## src/core/sacc_pkg.sv

```systemverilog
package sacc_pkg;

  // APB register byte offsets
  localparam logic [7:0] OFF_CTRL     = 8'h00;
  localparam logic [7:0] OFF_RES_HI   = 8'h04;
  localparam logic [7:0] OFF_RES_LO   = 8'h08;
  localparam logic [7:0] OFF_CLK      = 8'h0C;
  localparam logic [7:0] OFF_PORT_DAT = 8'h10;
  localparam logic [7:0] OFF_PORT_DIR = 8'h14;

  // Channel select codes
  localparam logic [4:0] CH_PIN_LAST = 5'h07;
  localparam logic [4:0] CH_REF_HIGH = 5'h1D;
  localparam logic [4:0] CH_REF_LOW  = 5'h1E;
  localparam logic [4:0] CH_OFF      = 5'h1F;

  // Result justification modes
  localparam logic [1:0] MODE_LEFT   = 2'h0;
  localparam logic [1:0] MODE_RIGHT  = 2'h1;
  localparam logic [1:0] MODE_SIGNED = 2'h2;
  localparam logic [1:0] MODE_TRUNC  = 2'h3;

  // Prescaler codes and terminal counts
  localparam logic [2:0] DIV_1  = 3'h0;
  localparam logic [2:0] DIV_2  = 3'h1;
  localparam logic [2:0] DIV_4  = 3'h2;
  localparam logic [2:0] DIV_8  = 3'h3;
  localparam logic [3:0] TC_1   = 4'h0;
  localparam logic [3:0] TC_2   = 4'h1;
  localparam logic [3:0] TC_4   = 4'h3;
  localparam logic [3:0] TC_8   = 4'h7;
  localparam logic [3:0] TC_16  = 4'hF;

  // Conversion timing in converter clock ticks
  localparam logic [4:0] TICKS_PER_CONV = 5'h11;
  localparam logic [4:0] FIRST_TRIAL    = 5'h08;
  localparam logic [9:0] SAR_FIRST_CODE = 10'h200;

  // Register field layouts
  typedef struct packed {
    logic       irq_en;
    logic       cont;
    logic [4:0] chan;
  } sacc_ctrl_t;

  typedef struct packed {
    logic [2:0] div;
    logic       in_sel;
    logic [1:0] mode;
  } sacc_clk_t;

  localparam sacc_ctrl_t CTRL_RST = 7'h00;
  localparam sacc_clk_t  CLK_RST  = 6'h00;
  localparam logic [7:0] PORT_RST = 8'h00;

  typedef enum logic {
    SACC_IDLE,
    SACC_CONV
  } sacc_state_t;

endpackage

```

## src/core/sacc_sar.sv

```systemverilog
`timescale 1ns/100ps
`default_nettype none
module sacc_sar (
  input  wire logic       pclk,
  input  wire logic       presetn,
  input  wire logic       start,
  input  wire logic       trial,
  input  wire logic [3:0] bit_idx,
  input  wire logic       cmp_above,
  output logic      [9:0] code_q,
  output logic      [9:0] res_q,
  output logic            valid_q
);

  // Bit under trial is kept when the input lies above the trial level
  logic [9:0] decided;
  logic [9:0] next_try;

  always_comb
  begin
    decided = code_q;
    decided[bit_idx] = cmp_above;
    next_try = decided;
    if (bit_idx != 4'h0)
    begin
      next_try[bit_idx - 4'h1] = 1'b1;
    end
  end

  always_ff @(posedge pclk or negedge presetn)
  begin
    if (!presetn)
    begin
      code_q  <= 10'h000;
      res_q   <= 10'h000;
      valid_q <= 1'b0;
    end
    else
    begin
      valid_q <= trial && (bit_idx == 4'h0);
      if (trial && (bit_idx == 4'h0))
      begin
        res_q <= decided;
      end
      if (start)
      begin
        code_q <= sacc_pkg::SAR_FIRST_CODE;
      end
      else if (trial)
      begin
        code_q <= next_try;
      end
    end
  end

endmodule
`default_nettype wire

```

## src/core/sacc_top.sv

```systemverilog
// Function
// - Shared pins are input-only under the converter; one of eight channels reaches it.
// - Selected pin leaves port control; unselected pins stay ordinary port pins.
// - Port data and direction writes never change the selected pin.
// - Reading the selected port pin returns zero.
// - High reference converts to full scale, low reference to zero, linear between.
// - Writing the status/control register with any channel code but all ones starts a conversion.
// - A conversion lasts 16 to 17 converter clock cycles.
// - Converter clock is bus or oscillator clock, then prescaled.
// - Start is not aligned to the prescaler; first partial cycle counts seventeenth.
// - Continuous mode overwrites results whether read or not.
// - Continuous conversions repeat until cleared; otherwise one per start.
// - Done flag sets after conversion, holds until control write or result read.
// - Four result formats selected by two justify mode bits.
// - Left mode: eight MSBs high, two LSBs low; read low after high.
// - Right mode: two MSBs high, eight LSBs low.
// - Signed left mode inverts the result MSB.
// - Truncation mode: eight MSBs in low register, no interlock.
// - Enabled interrupt is raised after each completed conversion.
// - With interrupts enabled the done flag reads zero.
// - Converter runs in wait mode; its interrupt can wake the CPU.
// - Conversion is monotonic with no missing codes.
// - Control write aborts any conversion in progress.
// - Codes 0-7 pins, 11101 high ref, 11110 low ref, all ones off.
// - Interrupt clears on result read or control write; reset clears enable.
// - Reading high freezes low until low is read; results meanwhile lost.
`timescale 1ns/100ps
`default_nettype none
module sacc_top (
  input  wire logic        pclk,
  input  wire logic        presetn,
  input  wire logic        psel,
  input  wire logic        penable,
  input  wire logic        pwrite,
  input  wire logic [7:0]  paddr,
  input  wire logic [31:0] pwdata,
  output logic      [31:0] prdata,
  output logic             pready,
  output logic             pslverr,
  input  wire logic        oscillator_clock,
  input  wire logic        cmp_above,
  input  wire logic [7:0]  shared_port_pins_in,
  output logic      [7:0]  shared_port_pins_out,
  output logic      [7:0]  shared_port_pins_oe,
  output logic      [7:0]  amux_pin_sel,
  output logic             amux_ref_high,
  output logic             amux_ref_low,
  output logic             adc_power,
  output logic             sample_hold,
  output logic      [9:0]  dac_code,
  output logic             conv_irq
);

  sacc_pkg::sacc_ctrl_t  ctrl_q;
  sacc_pkg::sacc_clk_t   clk_q;
  sacc_pkg::sacc_state_t state_q;
  logic [7:0]  pdat_q;
  logic [7:0]  pdir_q;
  logic [9:0]  res_q;
  logic        done_q;
  logic        irq_q;
  logic        lock_q;
  logic [4:0]  cnt_q;
  logic [3:0]  presc_q;
  logic        pready_q;
  logic        pslverr_q;
  logic [31:0] prdata_q;
  logic [7:0]  pin_s1_q;
  logic [7:0]  pin_s2_q;
  logic        osc_s1_q;
  logic        osc_s2_q;
  logic        osc_s3_q;
  logic        cmp_s1_q;
  logic        cmp_s2_q;
  logic [7:0]  port_out_q;
  logic [7:0]  port_oe_q;
  logic [7:0]  amux_q;
  logic        refh_q;
  logic        refl_q;
  logic        power_q;
  logic        sample_q;
  logic [9:0]  sar_code;
  logic [9:0]  sar_res;
  logic        sar_valid;

  // Bus decode
  wire setup    = psel && !penable;
  wire access   = psel && penable && pready_q;
  wire wr       = access && pwrite;
  wire rd       = access && !pwrite;
  wire hit_ctrl = (paddr == sacc_pkg::OFF_CTRL);
  wire hit_hi   = (paddr == sacc_pkg::OFF_RES_HI);
  wire hit_lo   = (paddr == sacc_pkg::OFF_RES_LO);
  wire hit_clk  = (paddr == sacc_pkg::OFF_CLK);
  wire hit_pdat = (paddr == sacc_pkg::OFF_PORT_DAT);
  wire hit_pdir = (paddr == sacc_pkg::OFF_PORT_DIR);
  wire hit_any  = hit_ctrl || hit_hi || hit_lo || hit_clk || hit_pdat || hit_pdir;
  wire wr_ctrl  = wr && hit_ctrl;
  wire rd_hi    = rd && hit_hi;
  wire rd_lo    = rd && hit_lo;
  wire rd_res   = rd_hi || rd_lo;

  sacc_pkg::sacc_ctrl_t wr_ctrl_val;
  assign wr_ctrl_val = pwdata[6:0];

  // Channel decode
  wire       chan_on  = (ctrl_q.chan != sacc_pkg::CH_OFF);
  wire       chan_pin = (ctrl_q.chan <= sacc_pkg::CH_PIN_LAST);
  wire [7:0] pin_sel  = chan_pin ? (8'h01 << ctrl_q.chan[2:0]) : 8'h00;
  wire       new_on   = (wr_ctrl_val.chan != sacc_pkg::CH_OFF);

  // Converter clock: oscillator edges are seen through a synchroniser
  wire osc_rise = osc_s2_q && !osc_s3_q;
  wire src_tick = clk_q.in_sel ? osc_rise : 1'b1;
  logic [3:0] presc_tc;
  assign presc_tc = (clk_q.div == sacc_pkg::DIV_1) ? sacc_pkg::TC_1 :
                    (clk_q.div == sacc_pkg::DIV_2) ? sacc_pkg::TC_2 :
                    (clk_q.div == sacc_pkg::DIV_4) ? sacc_pkg::TC_4 :
                    (clk_q.div == sacc_pkg::DIV_8) ? sacc_pkg::TC_8 :
                    sacc_pkg::TC_16;
  wire adc_tick = src_tick && (presc_q >= presc_tc);

  // Sequencing
  wire        busy      = (state_q == sacc_pkg::SACC_CONV);
  wire [4:0]  cnt_nx    = cnt_q + 5'h01;
  wire        step      = busy && adc_tick && !wr_ctrl;
  wire        last_tick = step && (cnt_nx == sacc_pkg::TICKS_PER_CONV);
  wire        trial     = step && (cnt_nx >= sacc_pkg::FIRST_TRIAL);
  wire [4:0]  bit_w     = sacc_pkg::TICKS_PER_CONV - cnt_nx;
  wire        restart   = last_tick && ctrl_q.cont && chan_on;
  wire        sar_start = (wr_ctrl && new_on) || restart;
  wire        store     = sar_valid && (!lock_q || clk_q.mode == sacc_pkg::MODE_TRUNC);

  sacc_sar u_sar (
    .pclk      (pclk),
    .presetn   (presetn),
    .start     (sar_start),
    .trial     (trial),
    .bit_idx   (bit_w[3:0]),
    .cmp_above (cmp_s2_q),
    .code_q    (sar_code),
    .res_q     (sar_res),
    .valid_q   (sar_valid)
  );

  // Result formatting
  logic [7:0] hi_val;
  logic [7:0] lo_val;
  always_comb
  begin
    case (clk_q.mode)
      sacc_pkg::MODE_LEFT:
      begin
        hi_val = res_q[9:2];
        lo_val = {res_q[1:0], 6'h00};
      end
      sacc_pkg::MODE_RIGHT:
      begin
        hi_val = {6'h00, res_q[9:8]};
        lo_val = res_q[7:0];
      end
      sacc_pkg::MODE_SIGNED:
      begin
        hi_val = {~res_q[9], res_q[8:2]};
        lo_val = {res_q[1:0], 6'h00};
      end
      default:
      begin
        hi_val = 8'h00;
        lo_val = res_q[9:2];
      end
    endcase
  end

  wire [7:0] port_rd = ((pdir_q & pdat_q) | (~pdir_q & pin_s2_q)) & ~pin_sel;
  wire       done_rd = done_q && !ctrl_q.irq_en;
  logic [7:0] rd_val;
  assign rd_val = hit_ctrl ? {done_rd, ctrl_q} :
                  hit_hi   ? hi_val :
                  hit_lo   ? lo_val :
                  hit_clk  ? {clk_q, 2'b00} :
                  hit_pdat ? port_rd :
                  hit_pdir ? pdir_q : 8'h00;

  // Bus slave: zero wait states, answer ready in the access phase
  always_ff @(posedge pclk or negedge presetn)
  begin
    if (!presetn)
    begin
      pready_q  <= 1'b0;
      pslverr_q <= 1'b0;
      prdata_q  <= 32'h0000_0000;
    end
    else
    begin
      pready_q  <= setup;
      pslverr_q <= setup && !hit_any;
      if (setup)
      begin
        prdata_q <= {24'h00_0000, rd_val};
      end
    end
  end

  // Control registers
  always_ff @(posedge pclk or negedge presetn)
  begin
    if (!presetn)
    begin
      ctrl_q <= sacc_pkg::CTRL_RST;
      clk_q  <= sacc_pkg::CLK_RST;
    end
    else
    begin
      if (wr_ctrl)
      begin
        ctrl_q <= wr_ctrl_val;
      end
      if (wr && hit_clk)
      begin
        clk_q <= pwdata[7:2];
      end
    end
  end

  // Port registers: the converter's pin ignores software writes
  always_ff @(posedge pclk or negedge presetn)
  begin
    if (!presetn)
    begin
      pdat_q <= sacc_pkg::PORT_RST;
      pdir_q <= sacc_pkg::PORT_RST;
    end
    else
    begin
      if (wr && hit_pdat)
      begin
        pdat_q <= (pwdata[7:0] & ~pin_sel) | (pdat_q & pin_sel);
      end
      if (wr && hit_pdir)
      begin
        pdir_q <= (pwdata[7:0] & ~pin_sel) | (pdir_q & pin_sel);
      end
    end
  end

  // Pin and comparator synchronisers
  always_ff @(posedge pclk or negedge presetn)
  begin
    if (!presetn)
    begin
      pin_s1_q <= 8'h00;
      pin_s2_q <= 8'h00;
      osc_s1_q <= 1'b0;
      osc_s2_q <= 1'b0;
      osc_s3_q <= 1'b0;
      cmp_s1_q <= 1'b0;
      cmp_s2_q <= 1'b0;
    end
    else
    begin
      pin_s1_q <= shared_port_pins_in;
      pin_s2_q <= pin_s1_q;
      osc_s1_q <= oscillator_clock;
      osc_s2_q <= osc_s1_q;
      osc_s3_q <= osc_s2_q;
      cmp_s1_q <= cmp_above;
      cmp_s2_q <= cmp_s1_q;
    end
  end

  // Prescaler runs free so a start lands anywhere in a converter cycle
  always_ff @(posedge pclk or negedge presetn)
  begin
    if (!presetn)
    begin
      presc_q <= 4'h0;
    end
    else if (src_tick)
    begin
      presc_q <= adc_tick ? 4'h0 : presc_q + 4'h1;
    end
  end

  // Conversion sequencer
  always_ff @(posedge pclk or negedge presetn)
  begin
    if (!presetn)
    begin
      state_q <= sacc_pkg::SACC_IDLE;
      cnt_q   <= 5'h00;
    end
    else
    begin
      case (state_q)
        sacc_pkg::SACC_IDLE:
        begin
          if (wr_ctrl && new_on)
          begin
            state_q <= sacc_pkg::SACC_CONV;
            cnt_q   <= 5'h00;
          end
        end
        sacc_pkg::SACC_CONV:
        begin
          if (wr_ctrl)
          begin
            state_q <= new_on ? sacc_pkg::SACC_CONV : sacc_pkg::SACC_IDLE;
            cnt_q   <= 5'h00;
          end
          else if (last_tick)
          begin
            state_q <= restart ? sacc_pkg::SACC_CONV : sacc_pkg::SACC_IDLE;
            cnt_q   <= 5'h00;
          end
          else if (step)
          begin
            cnt_q <= cnt_nx;
          end
        end
        default:
        begin
          state_q <= sacc_pkg::SACC_IDLE;
          cnt_q   <= 5'h00;
        end
      endcase
    end
  end

  // Result storage and high/low interlock
  always_ff @(posedge pclk or negedge presetn)
  begin
    if (!presetn)
    begin
      res_q  <= 10'h000;
      lock_q <= 1'b0;
    end
    else
    begin
      if (store)
      begin
        res_q <= sar_res;
      end
      if (rd_hi && clk_q.mode != sacc_pkg::MODE_TRUNC)
      begin
        lock_q <= 1'b1;
      end
      else if (rd_lo)
      begin
        lock_q <= 1'b0;
      end
    end
  end

  // Flag and interrupt: a completion beats a clear in the same cycle
  always_ff @(posedge pclk or negedge presetn)
  begin
    if (!presetn)
    begin
      done_q <= 1'b0;
      irq_q  <= 1'b0;
    end
    else
    begin
      if (sar_valid)
      begin
        done_q <= 1'b1;
      end
      else if (wr_ctrl || rd_res)
      begin
        done_q <= 1'b0;
      end
      if (sar_valid && ctrl_q.irq_en)
      begin
        irq_q <= 1'b1;
      end
      else if (wr_ctrl || rd_res || !ctrl_q.irq_en)
      begin
        irq_q <= 1'b0;
      end
    end
  end

  // Registered pin and analog-side outputs
  always_ff @(posedge pclk or negedge presetn)
  begin
    if (!presetn)
    begin
      port_out_q <= 8'h00;
      port_oe_q  <= 8'h00;
      amux_q     <= 8'h00;
      refh_q     <= 1'b0;
      refl_q     <= 1'b0;
      power_q    <= 1'b0;
      sample_q   <= 1'b0;
    end
    else
    begin
      port_out_q <= pdat_q & ~pin_sel;
      port_oe_q  <= pdir_q & ~pin_sel;
      amux_q     <= pin_sel;
      refh_q     <= (ctrl_q.chan == sacc_pkg::CH_REF_HIGH);
      refl_q     <= (ctrl_q.chan == sacc_pkg::CH_REF_LOW);
      power_q    <= chan_on;
      sample_q   <= busy && (cnt_q < sacc_pkg::FIRST_TRIAL - 5'h01);
    end
  end

  assign prdata               = prdata_q;
  assign pready               = pready_q;
  assign pslverr              = pslverr_q;
  assign shared_port_pins_out = port_out_q;
  assign shared_port_pins_oe  = port_oe_q;
  assign amux_pin_sel         = amux_q;
  assign amux_ref_high        = refh_q;
  assign amux_ref_low         = refl_q;
  assign adc_power            = power_q;
  assign sample_hold          = sample_q;
  assign dac_code             = sar_code;
  assign conv_irq             = irq_q;

endmodule
`default_nettype wire
```

## config.mk

```make
export PLATFORM = sky130hd
export DESIGN_NAME = sacc_top
export DESIGN_NICKNAME = d
export VERILOG_FILES = /design/src/core/sacc_pkg.sv /design/src/core/sacc_sar.sv /design/src/core/sacc_top.sv
export SDC_FILE = /design/constraint.sdc
export NUM_CORES = 1
export LEC_CHECK = 0
export BUFFER_PORTS_ARGS = -buffer_cell sky130_fd_sc_hd__buf_4
export CAP_MARGIN = 20
export CORE_UTILIZATION = 40
export DETAILED_ROUTE_END_ITERATION = 7
export PLACE_DENSITY = 0.67
export SLEW_MARGIN = 30
export SYNTH_ARGS = -nofsm -noshare
export SYNTH_HDL_FRONTEND = slang
export SYNTH_SLANG_ARGS = --single-unit
```

## constraint.sdc

```tcl
create_clock -name pclk -period 4 [get_ports pclk]
set_input_delay 0.2 -clock pclk [delete_from_list [all_inputs] [get_ports pclk]]
set_output_delay 0.2 -clock pclk [all_outputs]
set_load 0.01 [all_outputs]
```

==> Word level (Yosys, flattened, before mapping) <==
Cells that the tools add are included.
{ "word_totals": {"ff_bits": 132, "inputBits": 55, "out_inout_bits": 73} }
{ "op_classes": {"n_addsub": 4, "magnitude_cmp": 8, "eq_ne": 19, "n_shift": 1, "mux": 40, "bitwise": 16, "n_reduce_logical": 57} }
{ "op_table": {"columns": ["op", "count"], "rows": [
  ["AND 8 bit", 8],
  ["2-to-1 mux 8 bit", 7],
  ["2-to-1 mux 10 bit", 3],
  ["logical AND 1 bit", 29],
  ["bitwise OR 8 bit", 3],
  ["one-hot mux 8 bit (3 select lines)", 1],
  ["2-to-1 mux 4 bit", 5],
  ["2-to-1 mux 5 bit", 4],
  ["equality test 8 x 4 -> 1 bit, second input constant", 2],
  ["equality test 8 x 5 -> 1 bit, second input constant", 2],
  ["inverter 8 bit", 2],
  ["one-hot mux 8 bit (2 select lines)", 1],
  ["equality test 5 bit, second input constant", 3],
  ["2-to-1 mux 1 bit", 14],
  ["bitwise mux 10 bit", 1],
  ["logical OR 1 bit", 10],
  ["< comparator 4 x 5 -> 1 bit, second input constant", 2],
  ["inequality test 5 bit, second input constant", 2],
  ["bitwise OR 10 bit", 1],
  ["one-hot mux 5 bit (2 select lines)", 1],
  ["demux 1 bit (select 4 bit)", 2],
  ["equality test 8 x 3 -> 1 bit, second input constant", 1],
  [">= comparator 4 x 1 -> 1 bit, second input constant", 2],
  ["zero test 8 bit", 1],
  ["25 further kinds", 38]
]} }

==> Depth between registers and ports, before layout <==
{ "logic_depth": {"depth_word": 16, "depth_mapped": 12} }

==> Modules after synthesis <==
Synthesis repeated with hierarchy kept, for this count alone.
{ "hier_totals": {"hier_cells": 549, "hier_area_um2": 6152.2} }
{ "by_module_without_submodules": {"columns": ["mod", "n_inst", "cells_each", "area_per_inst_um2", "seq_area_each_um2"], "rows": [
  ["sacc_top", 1, 461, 5119.9, 2777.7],
  ["sacc_sar", 1, 88, 1032.2, 525.5]
]} }

==> Worst setup path before layout <==
No wires, ideal clock.
{ "synth_timing": {"kind": "reg2reg", "start": "register cnt_q[1]", "end": "register u_sar.res_q[5]", "setup_ps": 125, "arrival_ps": 2705, "slack_ps": 1169, "stages_incl_launch_ff": 12, "n_path_buf": 3, "synth_period_minus_slack_ps": 2831, "path_cell_list": "dfrtp_1 ha_1 clkbuf_1 or2b_1 and2_1 ha_1 xnor3_2 and2_4 and3_1 buf_6 buf_8 mux2_4"} }
{ "synth_between": {"elab_chain_len": 7, "elab_cells_between_ends": 12} }
{ "synth_rtl": {"columns": ["item", "line_no", "source"], "rows": [
  ["start, declared", "sacc_top.sv:63", "logic [4:0] cnt_q;"],
  ["start signal, assigned", "sacc_top.sv:318", "cnt_q <= cnt_nx;"],
  ["adder 5 x 1 -> 5 bit (*)", "sacc_top.sv:125", "wire [4:0] cnt_nx = cnt_q + 5'h01;"],
  ["subtractor 1 x 4 -> 4 bit", "sacc_top.sv:129", "wire [4:0] bit_w = sacc_pkg::TICKS_PER_CONV - cnt_nx;"],
  ["< comparator 4 x 5 -> 1 bit (implied by the code) or >= comparator 4 x 1 -> 1 bit (tied branches)", "sacc_sar.sv:22", "decided[bit_idx] = cmp_above;"],
  ["logical AND 1 bit (implied by the code)", "sacc_sar.sv:22", null],
  ["2-to-1 mux 1 bit (implied by the code)", "sacc_sar.sv:22", null],
  ["demux 1 bit (select 4 bit)", null, null],
  ["bitwise mux 10 bit", "sacc_sar.sv:22", null],
  ["end signal, assigned", "sacc_sar.sv:43", "res_q <= decided;"],
  ["end, declared", "sacc_sar.sv:11", "output logic [9:0] res_q,"]
]} }
Every way passes the cells marked *; elsewhere a longest branch is shown, timed or not.
A chain may end at the register's enable or synchronous reset.

==> Worst setup path after layout <==
{ "layout_timing": {"start": "register cnt_q[0]", "end": "register u_sar.res_q[2]"} }
Same word-level chain as after synthesis.

==> impl_metrics.py <==
metrics = {
    "synth": {
        "synth_edf_count": 0,
        "netlist_top_cells_area": "sky130_fd_sc_hd__dfrtp_1 (53%), sky130_fd_sc_hd__mux2_2 (7.7%), sky130_fd_sc_hd__nand2_1 (3.2%)",
        "syn-mean-instance-area_um2": 11.0,
        "ys_seq_area_frac": 0.526,
        "syn-cell-area_mm2": 0.00628,
        "post-synth-top-area-cell": "sky130_fd_sc_hd__dfrtp_1",
        "yosys_cell_types": 64,
        "ys_async_sr_fraction": 1.00,
        "yosys_warnings": 0,
        "synth_top_flop_cell": "sky130_fd_sc_hd__dfrtp_1",
        "synth_seq_cells": 132,
        "yosysTopAreaCellShare": 0.526,
        "syn_inst": 571,
    },
    "timing": {
        "worst_slack_ns": 0.863,
        "achievable-frequency_ghz": 0.319,
        "period_share": 0.784,
        "min_period_ns": 3.14,
        "finalSetupViolations": 0,
        "fin_worst_skew_ns": 0.00720,
        "finalSetupTns_ns": 0,
        "tightest_slew_ns": 0.733,
        "rsz0062_at_grt": "false",
        "maxSlewViolCount": 0,
        "number_of_endpoints_with_negative_hold_slack_in_the_final_report": 0,
        "maxSlewHeadroom": 0.508,
        "holdWs_ns": 0.0126,
    },
    "critical_path": {
        "worst_setup_ep_type": "flop",
        "max_stage_delay_ns": 0.51,
        "cpMostUsedCell": "sky130_fd_sc_hd__ha_1",
        "critPathKind": "flop to flop",
        "category_of_the_worst_setup_path_launch_point": "flop",
        "critical_path_peak_fanout": 14,
        "endpoint_required_time_on_the_critical_path_ns": 4.30,
        "worst_path_max_delay_cell": "sky130_fd_sc_hd__and3_1",
        "worstPathArrival_ns": 3.44,
        "timing.critical_path.cells": "ha_1 > or2b_1 > and2_1 > ha_1 > nor2b_1 > and2_4 > and3_1 > mux2_2",
    },
    "cells_and_area": {
        "final_layout_size_suffix_gt1_frac": 0.254,
        "finalInstanceArea_mm2": 0.00768,
        "post-route-util": 0.503,
        "fin_nets": 728,
        "area_added_between_synthesis_and_finish_pct": 22.3,
        "number_of_diodes": 0,
    },
    "detailed_routing": {
        "drt_pass1_iterations": 5,
        "drc": 0,
        "finalWirelength_um": 14200,
        "postRouteAntennaNets": 0,
        "detailroute.via_count": 4591,
        "avgRoutedWirePerCell_um": 16.0,
        "detail_route.vias_per_cell": 5.19,
        "drtIter0Drc": 271,
    },
    "floorplan": {
        "top_level_ports": 128,
        "die_x_um": 127,
        "die-height_um": 127,
        "start_util": 0.412,
        "fp.dieArea_mm2": 0.0162,
        "coreArea_mm2": 0.0153,
        "floorplan.rows": 45,
    },
    "global_routing": {
        "grt_first_pass_wirelength_um": 23200,
        "grt_remaining_overflow": 0,
        "grt_antenna_before_repair": 0,
        "first_global_vias": 4538,
        "groute.usage.overall": 0.187,
        "grt_max_degree": 68,
    },
    "place": {
        "place_ws_ns": 0.866,
        "globalplace.congestion": 0.876,
        "placement.io_buffers": 79,
        "dp_hpwl_um": 10200,
        "post_dp_cell_area_mm2": 0.00695,
    },
    "status": {
        "run_status": "completed",
    },
    "worst_hold_path": {
        "worst_hold_path_type": "input port to flop",
    },
    "job": {
        "number_of_maximum_capacitance_violations": 0,
    },
    "clocking": {
        "tritoncts_clock_tree": "done",
        "ctsRootBufferMaster": "sky130_fd_sc_hd__clkbuf_16",
        "post_cts.resized_instances": 0,
        "h-tree-depth": 4,
        "clock_latency_ns": 0.42,
        "buffer_levels_on_the_longest_clock_path": 2,
        "cts.reportedPaths.clkPinSlew_ns": 0.06,
        "clock-sinks": 132,
        "numCtsBuffers": 17,
    },
    "power_and_ir_drop": {
        "p_leak_nw": 3.67,
        "power_per_cell_area_mw_per_mm2": 441,
        "worst_ir_drop_vdd_mv": 0.301,
    },
}
==> worst max-delay path: cells and delay by family (launching register included) <==
kind	cells	cell delay, ns
fa+ha+maj	2	0.79
flops	1	0.47
mux	1	0.40
simple gates	5	1.37
==> timing repair <==
item / 4_1_cts / 5_1_grt
hold buffers: 11 / 0
buffers inserted: 0 / 0
endpoints found under the hold margin: 75 / 0
==> cell usage in the layout (no fill, tap or decap), drive strengths merged, types with 12 or more instances in the layout <==
cell / netlist / routed
conb: 1 / 24
nor2b: 15 / 15
buf: 32 / 81
dfrtp: 132 / 132
a21oi: 26 / 26
o21ai: 29 / 29
mux2: 46 / 46
inv: 11 / 15
clkbuf: 12 / 18
nor2: 49 / 49
ha: 12 / 12
nand2: 54 / 54
nand3: 18 / 18
==> logic make-up after synthesis <==
kind of cell             count (synthesis)  synth area share
adder cells (fa/ha/maj)                 12            0.0239
other                                    1          0.000597
XOR/XNOR                                11            0.0199
AND/OR/NAND/NOR                        198             0.167
multiplexers                            57             0.102
AO/OA/AOI/OAI                          105             0.108
flip-flops                             132             0.526
buffers and inverters                   55            0.0524
==> power by group <==
| group | leakage [nW] | internal, mW | switching, mW |
|---|---|---|---|
| sequential | 1.76 | 1.38 | 0.0400 |
| clock | 0.299 | 1.00 | 0.602 |
| combinational | 1.61 | 0.156 | 0.205 |
==> final cells by class <==
class | count | area, um^2
Clock inverter | 14 | 175
Clock buffer | 18 | 439
Fill cell | 1337 | 7580
Timing Repair Buffer | 92 | 722
Tap cell | 211 | 264
Inverter | 11 | 41.3
Multi-Input combinational cell | 407 | 2730
Sequential cell | 132 | 3300
==> metrics by stage <==
| step | instances | power (mW) |
|---|---|---|
| finish | 885 | 3.39 |
| global route | 885 | 3.52 |
| CTS | 885 | 3.42 |
| detailed placement | 842 | 1.79 |
| global placement | 842 | 1.78 |
| floorplan | 594 | 1.66 |
==> routing by layer <==
metal | up-vias | part of all wire | GRT usage
li1 | 2168 | - | -
met5 | - | 0 | 0
met2 | 160 | 0.48 | 0.306
met3 | 27 | 0.057 | 0.0456
met1 | 2236 | 0.44 | 0.234
met4 | 0 | 0.024 | 0.0840
==> synthesized netlist by cell type (3+ instances only) <==
library cell and count:
sky130_fd_sc_hd__o21a_1 6, sky130_fd_sc_hd__clkbuf_1 12, sky130_fd_sc_hd__ha_1 12, sky130_fd_sc_hd__a41oi_1 5
sky130_fd_sc_hd__o21ai_0 28, sky130_fd_sc_hd__xnor2_1 3, sky130_fd_sc_hd__and2_1 5, sky130_fd_sc_hd__nand3b_1 8
sky130_fd_sc_hd__inv_1 11, sky130_fd_sc_hd__xor2_1 6, sky130_fd_sc_hd__nor2_1 49, sky130_fd_sc_hd__mux2_4 3
sky130_fd_sc_hd__and3_1 7, sky130_fd_sc_hd__a31oi_1 8, sky130_fd_sc_hd__a22oi_1 3, sky130_fd_sc_hd__dfrtp_1 132
sky130_fd_sc_hd__nand3_1 18, sky130_fd_sc_hd__o211ai_1 4, sky130_fd_sc_hd__nand4_1 3, sky130_fd_sc_hd__buf_4 25
sky130_fd_sc_hd__a21o_1 3, sky130_fd_sc_hd__nand2b_1 8, sky130_fd_sc_hd__mux2_2 43, sky130_fd_sc_hd__nand2_1 54
sky130_fd_sc_hd__nor4b_1 7, sky130_fd_sc_hd__a211oi_1 3, sky130_fd_sc_hd__nor4_1 3, sky130_fd_sc_hd__a21oi_1 26
sky130_fd_sc_hd__nor3_1 4, sky130_fd_sc_hd__or3_1 5, sky130_fd_sc_hd__mux2i_1 11, sky130_fd_sc_hd__nor2b_1 15
==> worst paths after layout <==
check,start,end,slack [ns],cells after the start
min,pwdata[0],ctrl_q[0],0.01,3
max in group asynchronous,presetn,asynchronous set/reset pin,2.70,3
max,cnt_q[0],u_sar.res_q[2],0.86,8
min in group asynchronous,presetn,shared_port_pins_out[4],0.35,2
min reg2reg,pin_s1_q[0],pin_s2_q[0],0.35,0
max reg2reg,cnt_q[0],u_sar.res_q[2],0.86,8
No activity file was read; power rests on OpenSTA's default activity.
